[config.mk]
export PLATFORM = sky130hd
export DESIGN_NAME = host_port_irq_output_gate
export DESIGN_NICKNAME = d
export VERILOG_FILES = /design/src/hport_pkg.sv /design/src/irq_queue.sv /design/src/host_port_irq_output_gate.sv
export SDC_FILE = /design/constraint.sdc
export NUM_CORES = 1
export LEC_CHECK = 0
export BUFFER_PORTS_ARGS = -buffer_cell sky130_fd_sc_hd__buf_2
export CORE_UTILIZATION = 31
export DETAILED_ROUTE_END_ITERATION = 7
export SETUP_SLACK_MARGIN = 0.15
export SYNTH_ARGS = -nofsm -noshare
export SYNTH_HDL_FRONTEND = slang
export SYNTH_HIERARCHICAL = 1
export SYNTH_SLANG_ARGS = --single-unit
[constraint.sdc]
create_clock -name clk -period 6 [get_ports clk]
set_input_delay 0 -clock clk [delete_from_list [all_inputs] [get_ports clk]]
set_output_delay 0 -clock clk [all_outputs]
set_load 0.005 [all_outputs]
[src/hport_pkg.sv]
// Purpose: shared constants for the host port and output gate
// Assumes: 100 MHz clock
// Notes: irq queue depth and register map are local choices
package hport_pkg;
	localparam int DATA_W = 8;
	localparam int ADDR_W = 11;
	localparam int QUEUE_DEPTH = 16;
	localparam int QPTR_W = 4;
	localparam int CTRL_ODE_BIT = 6;
	localparam logic [7:0] CTRL_RESET = 8'h00;
	localparam logic [10:0] ADDR_CTRL = 11'h000;
	localparam logic [10:0] ADDR_IRQ_QUEUE = 11'h001;
	localparam logic [7:0] QUEUE_EMPTY_CODE = 8'hff;
	typedef enum logic [1:0] {
		ST_IDLE = 2'b00,
		ST_ACK = 2'b01,
		ST_WAIT = 2'b10
	} port_state_t;
endpackage

[src/irq_queue.sv]
// Purpose: queue of pending interrupt entries
// Assumes: one push and one pop port, single clock
// Notes: a full queue drops new entries unless a pop happens in the same cycle
`timescale 1ns/10ps
module irq_queue
	import hport_pkg::*;
#(
	parameter int DEPTH = QUEUE_DEPTH,
	parameter int PTR_W = QPTR_W
) (
	// clock and reset
	input wire logic clk,
	input wire logic nrst,
	// push side
	input wire logic push,
	input wire logic [DATA_W-1:0] push_data,
	// pop side
	input wire logic pop,
	output logic [DATA_W-1:0] head,
	output logic not_empty
);
	typedef struct packed {
		logic [DEPTH-1:0][DATA_W-1:0] mem;
		logic [PTR_W-1:0] rd;
		logic [PTR_W-1:0] wr;
		logic [PTR_W:0] count;
	} q_state_t;
	q_state_t q, next_q;
	logic do_push, do_pop;
	always_comb begin
		next_q = q;
		do_pop = pop && (q.count != '0);
		do_push = push && (q.count != (PTR_W+1)'(DEPTH) || do_pop);
		if (do_push) begin
			next_q.mem[q.wr] = push_data;
			next_q.wr = q.wr + 1'b1;
		end
		if (do_pop) begin
			next_q.rd = q.rd + 1'b1;
		end
		next_q.count = q.count + (PTR_W+1)'(do_push) - (PTR_W+1)'(do_pop);
	end
	always_ff @(posedge clk or negedge nrst) begin
		if (!nrst) begin
			q <= '0;
		end else begin
			q <= next_q;
		end
	end
	assign head = q.mem[q.rd];
	assign not_empty = (q.count != '0);
endmodule

[src/host_port_irq_output_gate.sv]
// Purpose: 8-bit non-multiplexed host port, irq queue and serial output gate
// Assumes: host pins synchronous to clk
// Notes: open-drain pins appear as output plus enable
`timescale 1ns/10ps
module host_port_irq_output_gate
	import hport_pkg::*;
#(
	parameter int DEPTH = QUEUE_DEPTH
) (
	// clock and reset
	input wire logic clk,
	input wire logic nrst,
	// host bus
	input wire logic select_n,
	input wire logic access_strobe_n,
	input wire logic read_not_write,
	input wire logic [ADDR_W-1:0] host_address_bus,
	input wire logic [DATA_W-1:0] host_data_in,
	output logic [DATA_W-1:0] host_data_out,
	output logic host_data_oe,
	output logic transfer_ack_n_out,
	output logic transfer_ack_oe,
	// interrupt
	input wire logic irq_event,
	input wire logic [DATA_W-1:0] irq_entry,
	output logic irq_n_out,
	output logic irq_oe,
	// serial output gate
	input wire logic serial_output_enable,
	output logic serial_outputs_oe,
	output logic [DATA_W-1:0] ctrl_value
);
	typedef struct packed {
		port_state_t st;
		logic [DATA_W-1:0] ctrl;
		logic [DATA_W-1:0] rdata;
		logic rd;
	} port_t;
	port_t s, next_s;
	logic access, pop, q_ne;
	logic [DATA_W-1:0] q_head;

	// ----------------------------------------
	// address decode
	// ----------------------------------------
	function automatic logic is_ctrl_addr(input logic [ADDR_W-1:0] a);
		return a == ADDR_CTRL;
	endfunction
	function automatic logic is_queue_addr(input logic [ADDR_W-1:0] a);
		return a == ADDR_IRQ_QUEUE;
	endfunction

	// ----------------------------------------
	// interrupt queue
	// ----------------------------------------
	irq_queue #(.DEPTH(DEPTH), .PTR_W(QPTR_W)) u_queue (
		.clk(clk),
		.nrst(nrst),
		.push(irq_event),
		.push_data(irq_entry),
		.pop(pop),
		.head(q_head),
		.not_empty(q_ne)
	);

	// ----------------------------------------
	// access sequencer
	// ----------------------------------------
	assign access = !select_n && !access_strobe_n;
	always_comb begin
		next_s = s;
		pop = 1'b0;
		unique case (s.st)
			ST_IDLE: begin
				if (access) begin
					next_s.st = ST_ACK;
					next_s.rd = read_not_write;
					if (read_not_write) begin
						unique case (host_address_bus)
							ADDR_CTRL: next_s.rdata = s.ctrl;
							ADDR_IRQ_QUEUE: begin
								next_s.rdata = q_ne ? q_head : QUEUE_EMPTY_CODE;
								pop = q_ne;
							end
							default: next_s.rdata = '0;
						endcase
					end else if (is_ctrl_addr(host_address_bus)) begin
						next_s.ctrl = host_data_in;
					end
				end
			end
			ST_ACK: begin
				if (!access) begin
					next_s.st = ST_IDLE;
				end
			end
			default: next_s.st = ST_IDLE;
		endcase
	end
	always_ff @(posedge clk or negedge nrst) begin
		if (!nrst) begin
			s <= '{st: ST_IDLE, ctrl: CTRL_RESET, rdata: '0, rd: 1'b0};
		end else begin
			s <= next_s;
		end
	end

	// ----------------------------------------
	// pins
	// ----------------------------------------
	assign host_data_out = s.rdata;
	assign host_data_oe = (s.st == ST_ACK) && s.rd && access;
	assign transfer_ack_n_out = 1'b0;
	assign transfer_ack_oe = (s.st == ST_ACK) && access;
	assign irq_n_out = 1'b0;
	assign irq_oe = q_ne;
	assign serial_outputs_oe = serial_output_enable && s.ctrl[CTRL_ODE_BIT];
	assign ctrl_value = s.ctrl;
endmodule

==> metrics.txt, run 1 <==
Min Hold Slack 27.2 ps; Clk pin slew, worst setup/hold paths 60 ps; Root Buffer clkbuf_16; pre-CTS WS 1840 ps; n_diodes 0; io pins 56; Synth top area share 51.3%; dominant synthesized flop cell dfrtp_1; Worst Hold Class primary input to flip-flop; worst vdd ir 0.000237 V; worst-path fanout max 22; synth warn 6; Die Y 160 um; crit path cell chain or4b_1, nor3_4, inv_1, a41oi_4, inv_1, ha_1, inv_1, ha_1, fa_1, a21oi_1, nor2_1, nor2_1, xnor2_1; RSZ-0062 raised after global routing false; layout cells sized above 1 44.4%; Wirelength per Cell 19.0 um; Power Dens Cells 458 nW/um2; largest family of logic cells by synthesized area multiplexers; TritonCTS clock tree built; post-synthesis adder-cell area fraction 2.03%; Rows 57; Synth Area in XOR/XNOR 1.13%; total gr overflow 0; period utilization 69.9%; drt drc 0; max-slew violations 0; Data arrival, critical path 4540 ps; worst slew pin tran 1060 ps; cell mode on critical path inv_1; CTS Buf Count 17; Routed Antenna Nets 0; Final Hold Violating Endpoints 0; largest net degree at the start of global routing 81; Filler cells 2,279; P_leak 3.87 nW; Setup TNS Final 0 ps; min Tclk post-route 4200 ps; CP Class flip-flop to flip-flop; Compound-Gate Fraction of Synth Area 5.26%; initial antenna violation count 0; Skew-Pair Late Insertion Delay 420 ps; slowest cell delay on critical path 880 ps; Vias per Instance 4.99; CTS H-tree lvls 4; Vias 4,585; die area 25,700 um2; Post-synth EDFFs 0; mapped cell area 7750 um2; critical path's slowest cell a41oi_4; die width 160 um; Total Wirelength 17.5 mm; Max Cap Violations 0; initial drt markers 292; cts repair resizes 0; Seq/Total Area, Yosys 51.3%; Synth area leader dfrtp_1; GRT Total Usage 14.4%; Max Root-Sink Buffers 2; Cells after Synth 545; mux share of post-synthesis cell area 28.7%; CP endpoint kind flip-flop; post-route setup slack 1800 ps; core area 24,500 um2; main area contributors after synthesis dfrtp_1 (51%), mux2_2 (19%), mux4_2 (4.6%); Port Buffers 53; Synth cell types 46; synth-to-layout area growth 15.1%; Final Skew 5.59 ps; status complete, no violations; # nets final 628; DP HPWL 11.8 mm; Starting Density 31.7%; Avg Inst Size Synth 14.2 um2; number of global-route vias before repair 4,836; synthesized flop and latch total 159; first-pass iteration count of the detailed router 4; f_max 238 MHz; final setup vio count 0; Post-Synth Simple-Gate Area 6.73%; fin util 36.5%; first-pass GRT wire length 27.9 mm; Sink Count 159; GPL Wtd Cong 0.794; Async S/R FF share, synth 100%; Slew HR 29.4%; Req. time, crit path 6340 ps; Startpoint Class flip-flop
## final timing paths
path	start	to	slack [ps]	depth (start not counted)
setup reg to reg	s[17]$_DFFE_PN0P_	u_queue/q[4]$_DFF_PN0_	1800	13
setup / recovery	s[17]$_DFFE_PN0P_	u_queue/q[4]$_DFF_PN0_	1800	13
hold / removal	host_address_bus[4]	ctrl_value[7]$_DFFE_PN0P_	30	4
min in group asynchronous	nrst	u_queue/q[2]$_DFF_PN0_	200	2
hold reg to reg	host_data_out[1]$_DFFE_PN0P_	host_data_out[1]$_DFFE_PN0P_	480	2
max in group asynchronous	nrst	u_queue/q[119]$_DFFE_PN0P_	4310	3
## area by class of cell
cell class	instances	area [um2]	share of cell area, %
Tap cell	324	405	4.54
Multi-Input combinational cell	325	3410	38.2
Inverter	11	41.3	0.463
Clock inverter	14	238	2.66
Clock buffer	18	439	4.92
Timing Repair Buffer	68	414	4.64
Sequential cell	159	3980	44.6
## metrics by stage
stage | total power, mW | cells | cell area, um2
4_1_cts | 4.11 | 919 | 8930
6_report | 4.09 | 919 | 8930
3_5_place_dp | 2.87 | 875 | 8130
2_1_floorplan | 2.57 | 546 | 7760
5_1_grt | 4.31 | 919 | 8930
3_3_place_gp | 2.77 | 875 | 8130
## cell usage after synthesis, drive strengths merged (8+ instances only)
library cell  count
ha               11
dfrtp           159
mux2i            32
o31ai             9
nand2            21
nand3            14
o22ai             8
clkbuf           12
o21ai             9
mux2            137
inv              11
buf              39
a221oi           16
mux4             16
a22oi             8
## layout by cell type, fill, tap and decap left out, drive strengths merged, types with 4 or more instances in the layout
cell / instances
a221oi: 16
a22oi: 8
and2: 4
buf: 56
bufinv: 6
clkbuf: 18
clkinv: 6
dfrtp: 159
dlygate4sd3: 12
ha: 11
inv: 12
mux2: 137
mux2i: 32
mux4: 16
nand2: 21
nand3: 14
nand4: 6
nor2: 6
o21ai: 9
o22ai: 8
o31ai: 9
xnor2: 7
## state kept, by name (all words and copies together) (netlist names)
signal         count
u_queue/q        141
host_data_out      8
ctrl_value         8
s                  2
## layer usage
| layer | GRT usage [%] | part of all wire [%] | vias to the layer above |
|---|---|---|---|
| met4 | 4.20 | 1.5 | 0 |
| met1 | 18.7 | 45 | 2392 |
| met3 | 4.31 | 5.0 | 14 |
| met5 | 0 | 0 | - |
| li1 | - | - | 2076 |
| met2 | 23.2 | 48 | 103 |
## timing repair
| action | CTS | global route |
|---|---|---|
| hold buffers | 12 | 0 |
| endpoints found under the hold margin | 89 | 0 |
| setup buffers | 0 | 0 |
## worst max-delay path, delay by kind of cell (launching register included)
kind            cells  cell delay, ps
xor+xnor            1             140
flops               1             410
buf+inv             3             250
simple gates        4            1270
fa+ha+maj           3             940
compound gates      2            1100
## power by group
group	internal (mW)	total [mW]	switching [mW]	leakage, nW
clock network	0.792	1.23	0.436	0.330
registers	1.52	1.77	0.250	2.00
logic	0.600	1.09	0.485	1.54
## kinds of logic (layout without fill, tap and decap cells)
logic type / count (synthesis) / count (layout)
muxes: 185 / 185
DFF: 159 / 159
and+or+nand+nor: 62 / 62
buffers and inverters: 62 / 111
AOI/OAI and AO/OA: 54 / 54
adders and majority gates: 12 / 12
xor gates and xnor gates: 10 / 10
other: 1 / 2
No activity file was read; power rests on OpenSTA's default activity.
==> inputs of run 2 (changes only) <==
clock period = 4.1 ns   (was 6 ns; I/O delays follow)
==> metrics.txt, run 2 (synthesis results as in run 1) <==
DP HPWL 11.7 mm (-0.86%); placed cells 878 (+0.34%); Power Dens Cells 654 nW/um2 (+43%); Largest Register u_queue/q; worst vdd ir 0.000301 V (+27%); WHS Endpoint ctrl_value[1]$_DFFE_PN0P_; worst slew pin tran 1170 ps (+119 ps); Rows 57 (unchanged); Data arrival, critical path 3460 ps (-1080 ps); die area 25,700 um2 (unchanged); Routed Antenna Nets 0 (unchanged); Vias per Instance 5.00 (+0.17%); met3 Track Usage GR 3.77% (-0.55 points); io pins 56 (unchanged); Max Root-Sink Buffers 2 (unchanged); Wirelength per Cell 19.0 um (-0.40%); first-pass GRT wire length 28.3 mm (+1.4%); initial antenna violation count 0 (unchanged); Clk pin slew, worst setup/hold paths 60 ps (about the same); Final Skew 7.11 ps (+1.52 ps); commonest non-fill, non-tap cells in the layout dfrtp_1 (158), mux2_2 (131), buf_2 (52), mux2i_1 (32), nand2_1 (20); period utilization 76.0% (+6.0 points); max reg flops 141 (unchanged); CP Class flip-flop to flip-flop; most used routing layer met2; Cell Area, Placed 8170 um2 (+0.43%); Post-CTS Hold Buffers 12 (unchanged); Total Wirelength 17.5 mm (-0.18%); commonest non-fill, non-tap cell in the layout dfrtp_1; Root Buffer clkbuf_16; f_max 321 MHz (+35%); GRT Total Usage 14.5% (+0.077 points); core area 24,500 um2 (unchanged); final setup vio count 0 (unchanged); Max Cap Violations 0 (unchanged); Setup Fix Bufs, Post-CTS 0 (unchanged); status complete, no violations; final cell count without fillers 921 (+0.22%); Startpoint Class flip-flop; CTS H-tree lvls 4 (unchanged); number of global-route vias before repair 5,009 (+3.6%); RSZ-0062 raised after global routing false; Post-Layout Inst Area 8900 um2 (-0.28%); Starting Density 31.7% (unchanged); Hold Path Stages 4 (unchanged); Req. time, crit path 4440 ps (-1900 ps); Min-Delay Startpoint host_address_bus[4]; GPL Wtd Cong 0.801 (+0.79%); Final Hold Violating Endpoints 0 (unchanged); # nets final 631 (+0.48%); TritonCTS clock tree built; Slew HR 21.7% (-7.7 points); post-route setup slack 986 ps (-818 ps); die width 160 um (unchanged); drt drc 0 (unchanged); M1 GR Usage 18.6% (-0.056 points); min Tclk post-route 3110 ps (-1080 ps); P_leak 3.84 nW (-0.64%); total gr overflow 0 (unchanged); reg2reg end u_queue/q[4]$_DFF_PN0_; worst reg2reg startpoint s[17]$_DFFE_PN0P_; Setup TNS Final 0 ps (unchanged); Skew-Pair Late Insertion Delay 420 ps (about the same); synth-to-layout area growth 14.8%; Worst Hold Class primary input to flip-flop; layout cells sized above 1 44.2% (-0.15 points); max-slew violations 0 (unchanged); worst-path fanout max 18 (-18%); worst reg-to-reg path cell count 14 (+1); largest net degree at the start of global routing 127 (+57%); CP endpoint kind flip-flop; pre-CTS WS 996 ps (-840 ps); Reg2Reg Setup Slack 990 ps (-820 ps); Vias 4,603 (+0.39%); first-pass iteration count of the detailed router 4 (unchanged); met2 global-route usage 24.0% (+0.85 points); Pwr Total 5.82 mW (+42%); Die Y 160 um (unchanged); cts repair resizes 0 (unchanged); CTS Buf Count 17 (unchanged); Port Buffers 53 (unchanged); n_diodes 0 (unchanged); Sink Count 159 (unchanged); initial drt markers 259 (-11%)
[run 2: cell count changes in the layout (fill, tap and decap cells not counted), sizes merged]
cell	before	now
bufinv	6	3
clkinv	6	0
clkinvlp	1	4
buf	56	59
clkbuf	18	23
[run 2: power by group]
part	total (mW)	switching, mW	internal, mW	leakage [nW]
logic	1.59	0.712	0.880	1.56
clock network	1.63	0.609	1.02	0.288
registers	2.60	0.367	2.23	2.00
total	5.82	1.69	4.13	3.84
[run 2: layer usage]
metal / up-vias / share of wire (%)
li1: 2067 / -
met1: 2434 / 46
met2: 90 / 49
met3: 12 / 3.8
met4: 0 / 1.1
met5: - / 0
[run 2: how the worst max path moves through the flow]
stage / to / startpoint / slack (ps) / cells past startpoint
2_1_floorplan: u_queue/q[4]$_DFF_PN0_ / s[17]$_DFFE_PN0P_ / 800 / 16
3_3_place_gp: u_queue/q[4]$_DFF_PN0_ / s[17]$_DFFE_PN0P_ / 1070 / 14
3_5_place_dp: u_queue/q[4]$_DFF_PN0_ / s[17]$_DFFE_PN0P_ / 1000 / 14
4_1_cts: u_queue/q[4]$_DFF_PN0_ / s[17]$_DFFE_PN0P_ / 980 / 14
5_1_grt: u_queue/q[4]$_DFF_PN0_ / s[17]$_DFFE_PN0P_ / 770 / 14
6_report: u_queue/q[4]$_DFF_PN0_ / s[17]$_DFFE_PN0P_ / 990 / 14
[run 2: final cells by class]
type                            instances  area [um2]
Tap cell                              324         405
Fill cell                            2336       15600
Inverter                               11        41.3
Timing Repair Buffer                   71         449
Sequential cell                       159        3980
Clock inverter                          8         129
Clock buffer                           23         488
Multi-Input combinational cell        325        3410
[run 2: stage by stage]
| step | util, % | hold WS [ps] |
|---|---|---|
| detailed placement | 33.4 | 220 |
| finish | 36.4 | 22.4 |
| floorplan | - | -296 |
| global route | 36.4 | 23.0 |
| global placement | 33.4 | 212 |
| CTS | 36.4 | 11.5 |
[run 2: critical path, stage by stage (launching register included)]
cell	delay [ps]
dfrtp_1	410
or4b_1	480
buf_4	220
nor3_4	190
inv_1	90
a41oi_4	220
inv_1	70
ha_1	280
inv_1	40
ha_1	190
fa_1	400
a21oi_1	170
nor2_1	50
nor2_1	110
xnor2_1	120
==> inputs of run 3 (changes only) <==
ABC_AREA = 1   (was not set)
clock period = 2.91 ns   (was 4.1 ns; I/O delays follow)
==> metrics.txt, run 3 <==
GRT Total Usage 17.4% (+3.0 points); f_max 389 MHz (+21%); Final Hold Violating Endpoints 0 (unchanged); TritonCTS clock tree built; min Tclk post-route 2570 ps (-543 ps); synthesized flop and latch total 159 (unchanged); M1 GR Usage 24.3% (+5.7 points); Setup TNS Final 0 ps (unchanged); largest net degree at the start of global routing 145 (+14%); crit path cell chain inv_1, ha_2, nand3b_1, nand2_2, nor4_4, inv_1, nand4_4, nand2_8, ha_4, inv_2, ha_4, fa_2, nand3_2, nand2_1, xor2_1; commonest non-fill, non-tap cells in the layout nand2_1 (530), dfrtp_1 (158), nand4_1 (128), inv_1 (79), nand3_1 (74); Vias per Instance 4.89 (-2.1%); Post-Layout Inst Area 10,400 um2 (+17%); internal power 5.54 mW (+34%); commonest non-fill, non-tap cell in the layout nand2_1; post-route setup slack 338 ps (-647 ps); slowest cell delay on critical path 370 ps (-110 ps); Routed Antenna Nets 0 (unchanged); Max Root-Sink Buffers 2 (unchanged); met3 Track Usage GR 3.21% (-0.56 points); P_sw 3.17 mW (+88%); final setup vio count 0 (unchanged); Slew HR 45.0% (+23 points); Clk pin slew, worst setup/hold paths 70 ps (about the same); CP endpoint kind flip-flop; CTS H-tree lvls 4 (unchanged); GPL Wtd Cong 0.810 (+1.2%); first-pass GRT wire length 41.2 mm (+46%); Data arrival, critical path 2880 ps (-580 ps); # nets final 1,278 (+100%); most used routing layer met2; Synth cell types 36 (-22%); sw frac 36.4% (+7.4 points); total gr overflow 0 (unchanged); critical path's slowest cell fa_2; main area contributors after synthesis dfrtp_1 (44%), nand2_1 (22%), nand4_1 (8.9%); CP Class flip-flop to flip-flop; Avg Inst Size Synth 7.49 um2 (-47%); Vias 7,969 (+73%); Wirelength per Cell 15.6 um (-18%); first-pass iteration count of the detailed router 5 (+1); worst vdd ir 0.000407 V (+35%); Startpoint Class flip-flop; worst slew pin tran 825 ps (-350 ps); DP HPWL 15.5 mm (+33%); worst-path fanout max 7 (-11); Port Buffers 53 (unchanged); Max Cap Violations 0 (unchanged); Cell Area, Placed 9540 um2 (+17%); Largest Register u_queue/q; Starting Density 31.5% (-0.19 points); die width 173 um (+7.9%); Sink Count 159 (unchanged); Seq/Total Area, Yosys 44.0% (-7.3 points); dominant synthesized flop cell dfrtp_1; Power Dens Cells 837 nW/um2 (+28%); drt drc 0 (unchanged); max-slew violations 0 (unchanged); Synth top area share 44.0% (-7.3 points); initial drt markers 917 (+250%); max reg flops 141 (unchanged); Root Buffer clkbuf_16; synth-to-layout area growth 15.2%; number of global-route vias before repair 7,555 (+51%); CTS Buf Count 17 (unchanged); Req. time, crit path 3220 ps (-1220 ps); Final Skew 15.6 ps (+8.50 ps); met2 global-route usage 27.5% (+3.5 points); Total Wirelength 25.4 mm (+46%); Comb pwr share 30.8% (+3.4 points); pre-CTS WS 320 ps (-676 ps); Clock power frac 28.3% (+0.3 points); period utilization 88.4% (+12 points); n_diodes 0 (unchanged); Rows 62 (+8.8%); mapped cell area 9040 um2 (+17%); status complete, no violations; top cells by count, synth nand2_1 (531), dfrtp_1 (159), nand4_1 (128), inv_1 (80), nand3_1 (75); synth warn 6 (unchanged); core area 28,700 um2 (+17%); count leader, synth nand2_1; initial antenna violation count 0 (unchanged); io pins 56 (unchanged); layout cells sized above 1 13.1% (-31 points); die area 29,900 um2 (+16%); Die Y 173 um (+7.9%); Cells after Synth 1,208 (+120%); Synth area leader dfrtp_1; RSZ-0062 raised after global routing false; Worst Hold Class primary input to flip-flop; sequential share of power 40.9% (-3.7 points); Async S/R FF share, synth 100% (unchanged); Post-synth EDFFs 0 (unchanged); P_leak 5.46 nW (+42%); Skew-Pair Late Insertion Delay 440 ps (+20 ps)
## run 3: changes by cell type after synthesis, sizes merged, moves of 8 or more
cell    previous run  this run
o22ai              8         0
a22oi              8         0
nor2               6        79
o31ai              9         0
mux2i             32         0
nand4              6       129
mux2             137         0
clkbuf            12        36
nand2             21       540
mux4              16         0
nand3             14        91
buf               39        53
a221oi            16         0
inv               11        86
## run 3: path summary, 6_finish.rpt
path                                                start                    endpoint  slack [ps]  depth (start not counted)
min in group asynchronous                            nrst   u_queue/q[64]$_DFFE_PN0P_         170                          2
worst max register to register     u_queue/q[2]$_DFF_PN0_      u_queue/q[4]$_DFF_PN0_         340                         15
worst min register to register  u_queue/q[82]$_DFFE_PN0P_   u_queue/q[82]$_DFFE_PN0P_         470                          2
max in group asynchronous                            nrst   u_queue/q[44]$_DFFE_PN0P_        1790                          3
worst min-delay path                         irq_entry[7]  u_queue/q[108]$_DFFE_PN0P_          40                          3
worst max-delay path               u_queue/q[2]$_DFF_PN0_      u_queue/q[4]$_DFF_PN0_         340                         15
## run 3: kinds of logic after synthesis
logic type / share of synthesized area, %
DFF: 44.0
buffers and inverters: 8.90
xor gates and xnor gates: 0.969
adders and majority gates: 1.74
AOI/OAI and AO/OA: 0.332
other: 0.0415
and+or+nand+nor: 44.0
## run 3: final cells by class
class / instances / area, um2
well taps: 384 / 480
clock inverters: 9 / 184
fillers: 3002 / 18300
repair buffers: 93 / 667
inverters: 87 / 327
multi-input cells: 874 / 4330
flip-flops and latches: 159 / 3980
clock buffers: 22 / 454
## run 3: power by group through the flow
stage               clock, mW  combinational (mW)  sequential (mW)
floorplan                   0                2.05             3.48
global placement            0                2.59             3.58
detailed placement          0                2.65             3.59
CTS                      2.51                2.68             3.57
global route             2.61                3.09             3.68
finish                   2.46                2.68             3.57
## run 3: repair_timing
item	4_1_cts	5_1_grt
resized for setup	0	1
buffers inserted	0	1
endpoints found under the setup margin	0	20
hold buffers	22	0
endpoints found under the hold margin	93	0
## run 3: metal layers
layer	part of all wire, %	vias to the layer above
met4	1.6	0
met3	5.4	28
met1	47	3825
met5	0	-
li1	-	3906
met2	46	210
## run 3: stage by stage
step / power, mW / utilization, % / cells / hold WS, ps
2_1_floorplan: 5.53 / - / 1209 / -296
5_1_grt: 9.37 / 36.3 / 1628 / 38.4
6_report: 8.72 / 36.3 / 1628 / 43.6
4_1_cts: 8.76 / 36.2 / 1627 / 34.9
3_5_place_dp: 6.25 / 33.2 / 1574 / 111
3_3_place_gp: 6.17 / 33.2 / 1574 / 105
## run 3: worst max-delay path: cells and delay by family (launching register included)
family / cells / cell delay (ps)
flip-flops: 1 / 350
AND/OR/NAND/NOR: 7 / 770
adder cells (fa/ha/maj): 4 / 990
XOR/XNOR: 1 / 140
buffers and inverters: 3 / 190
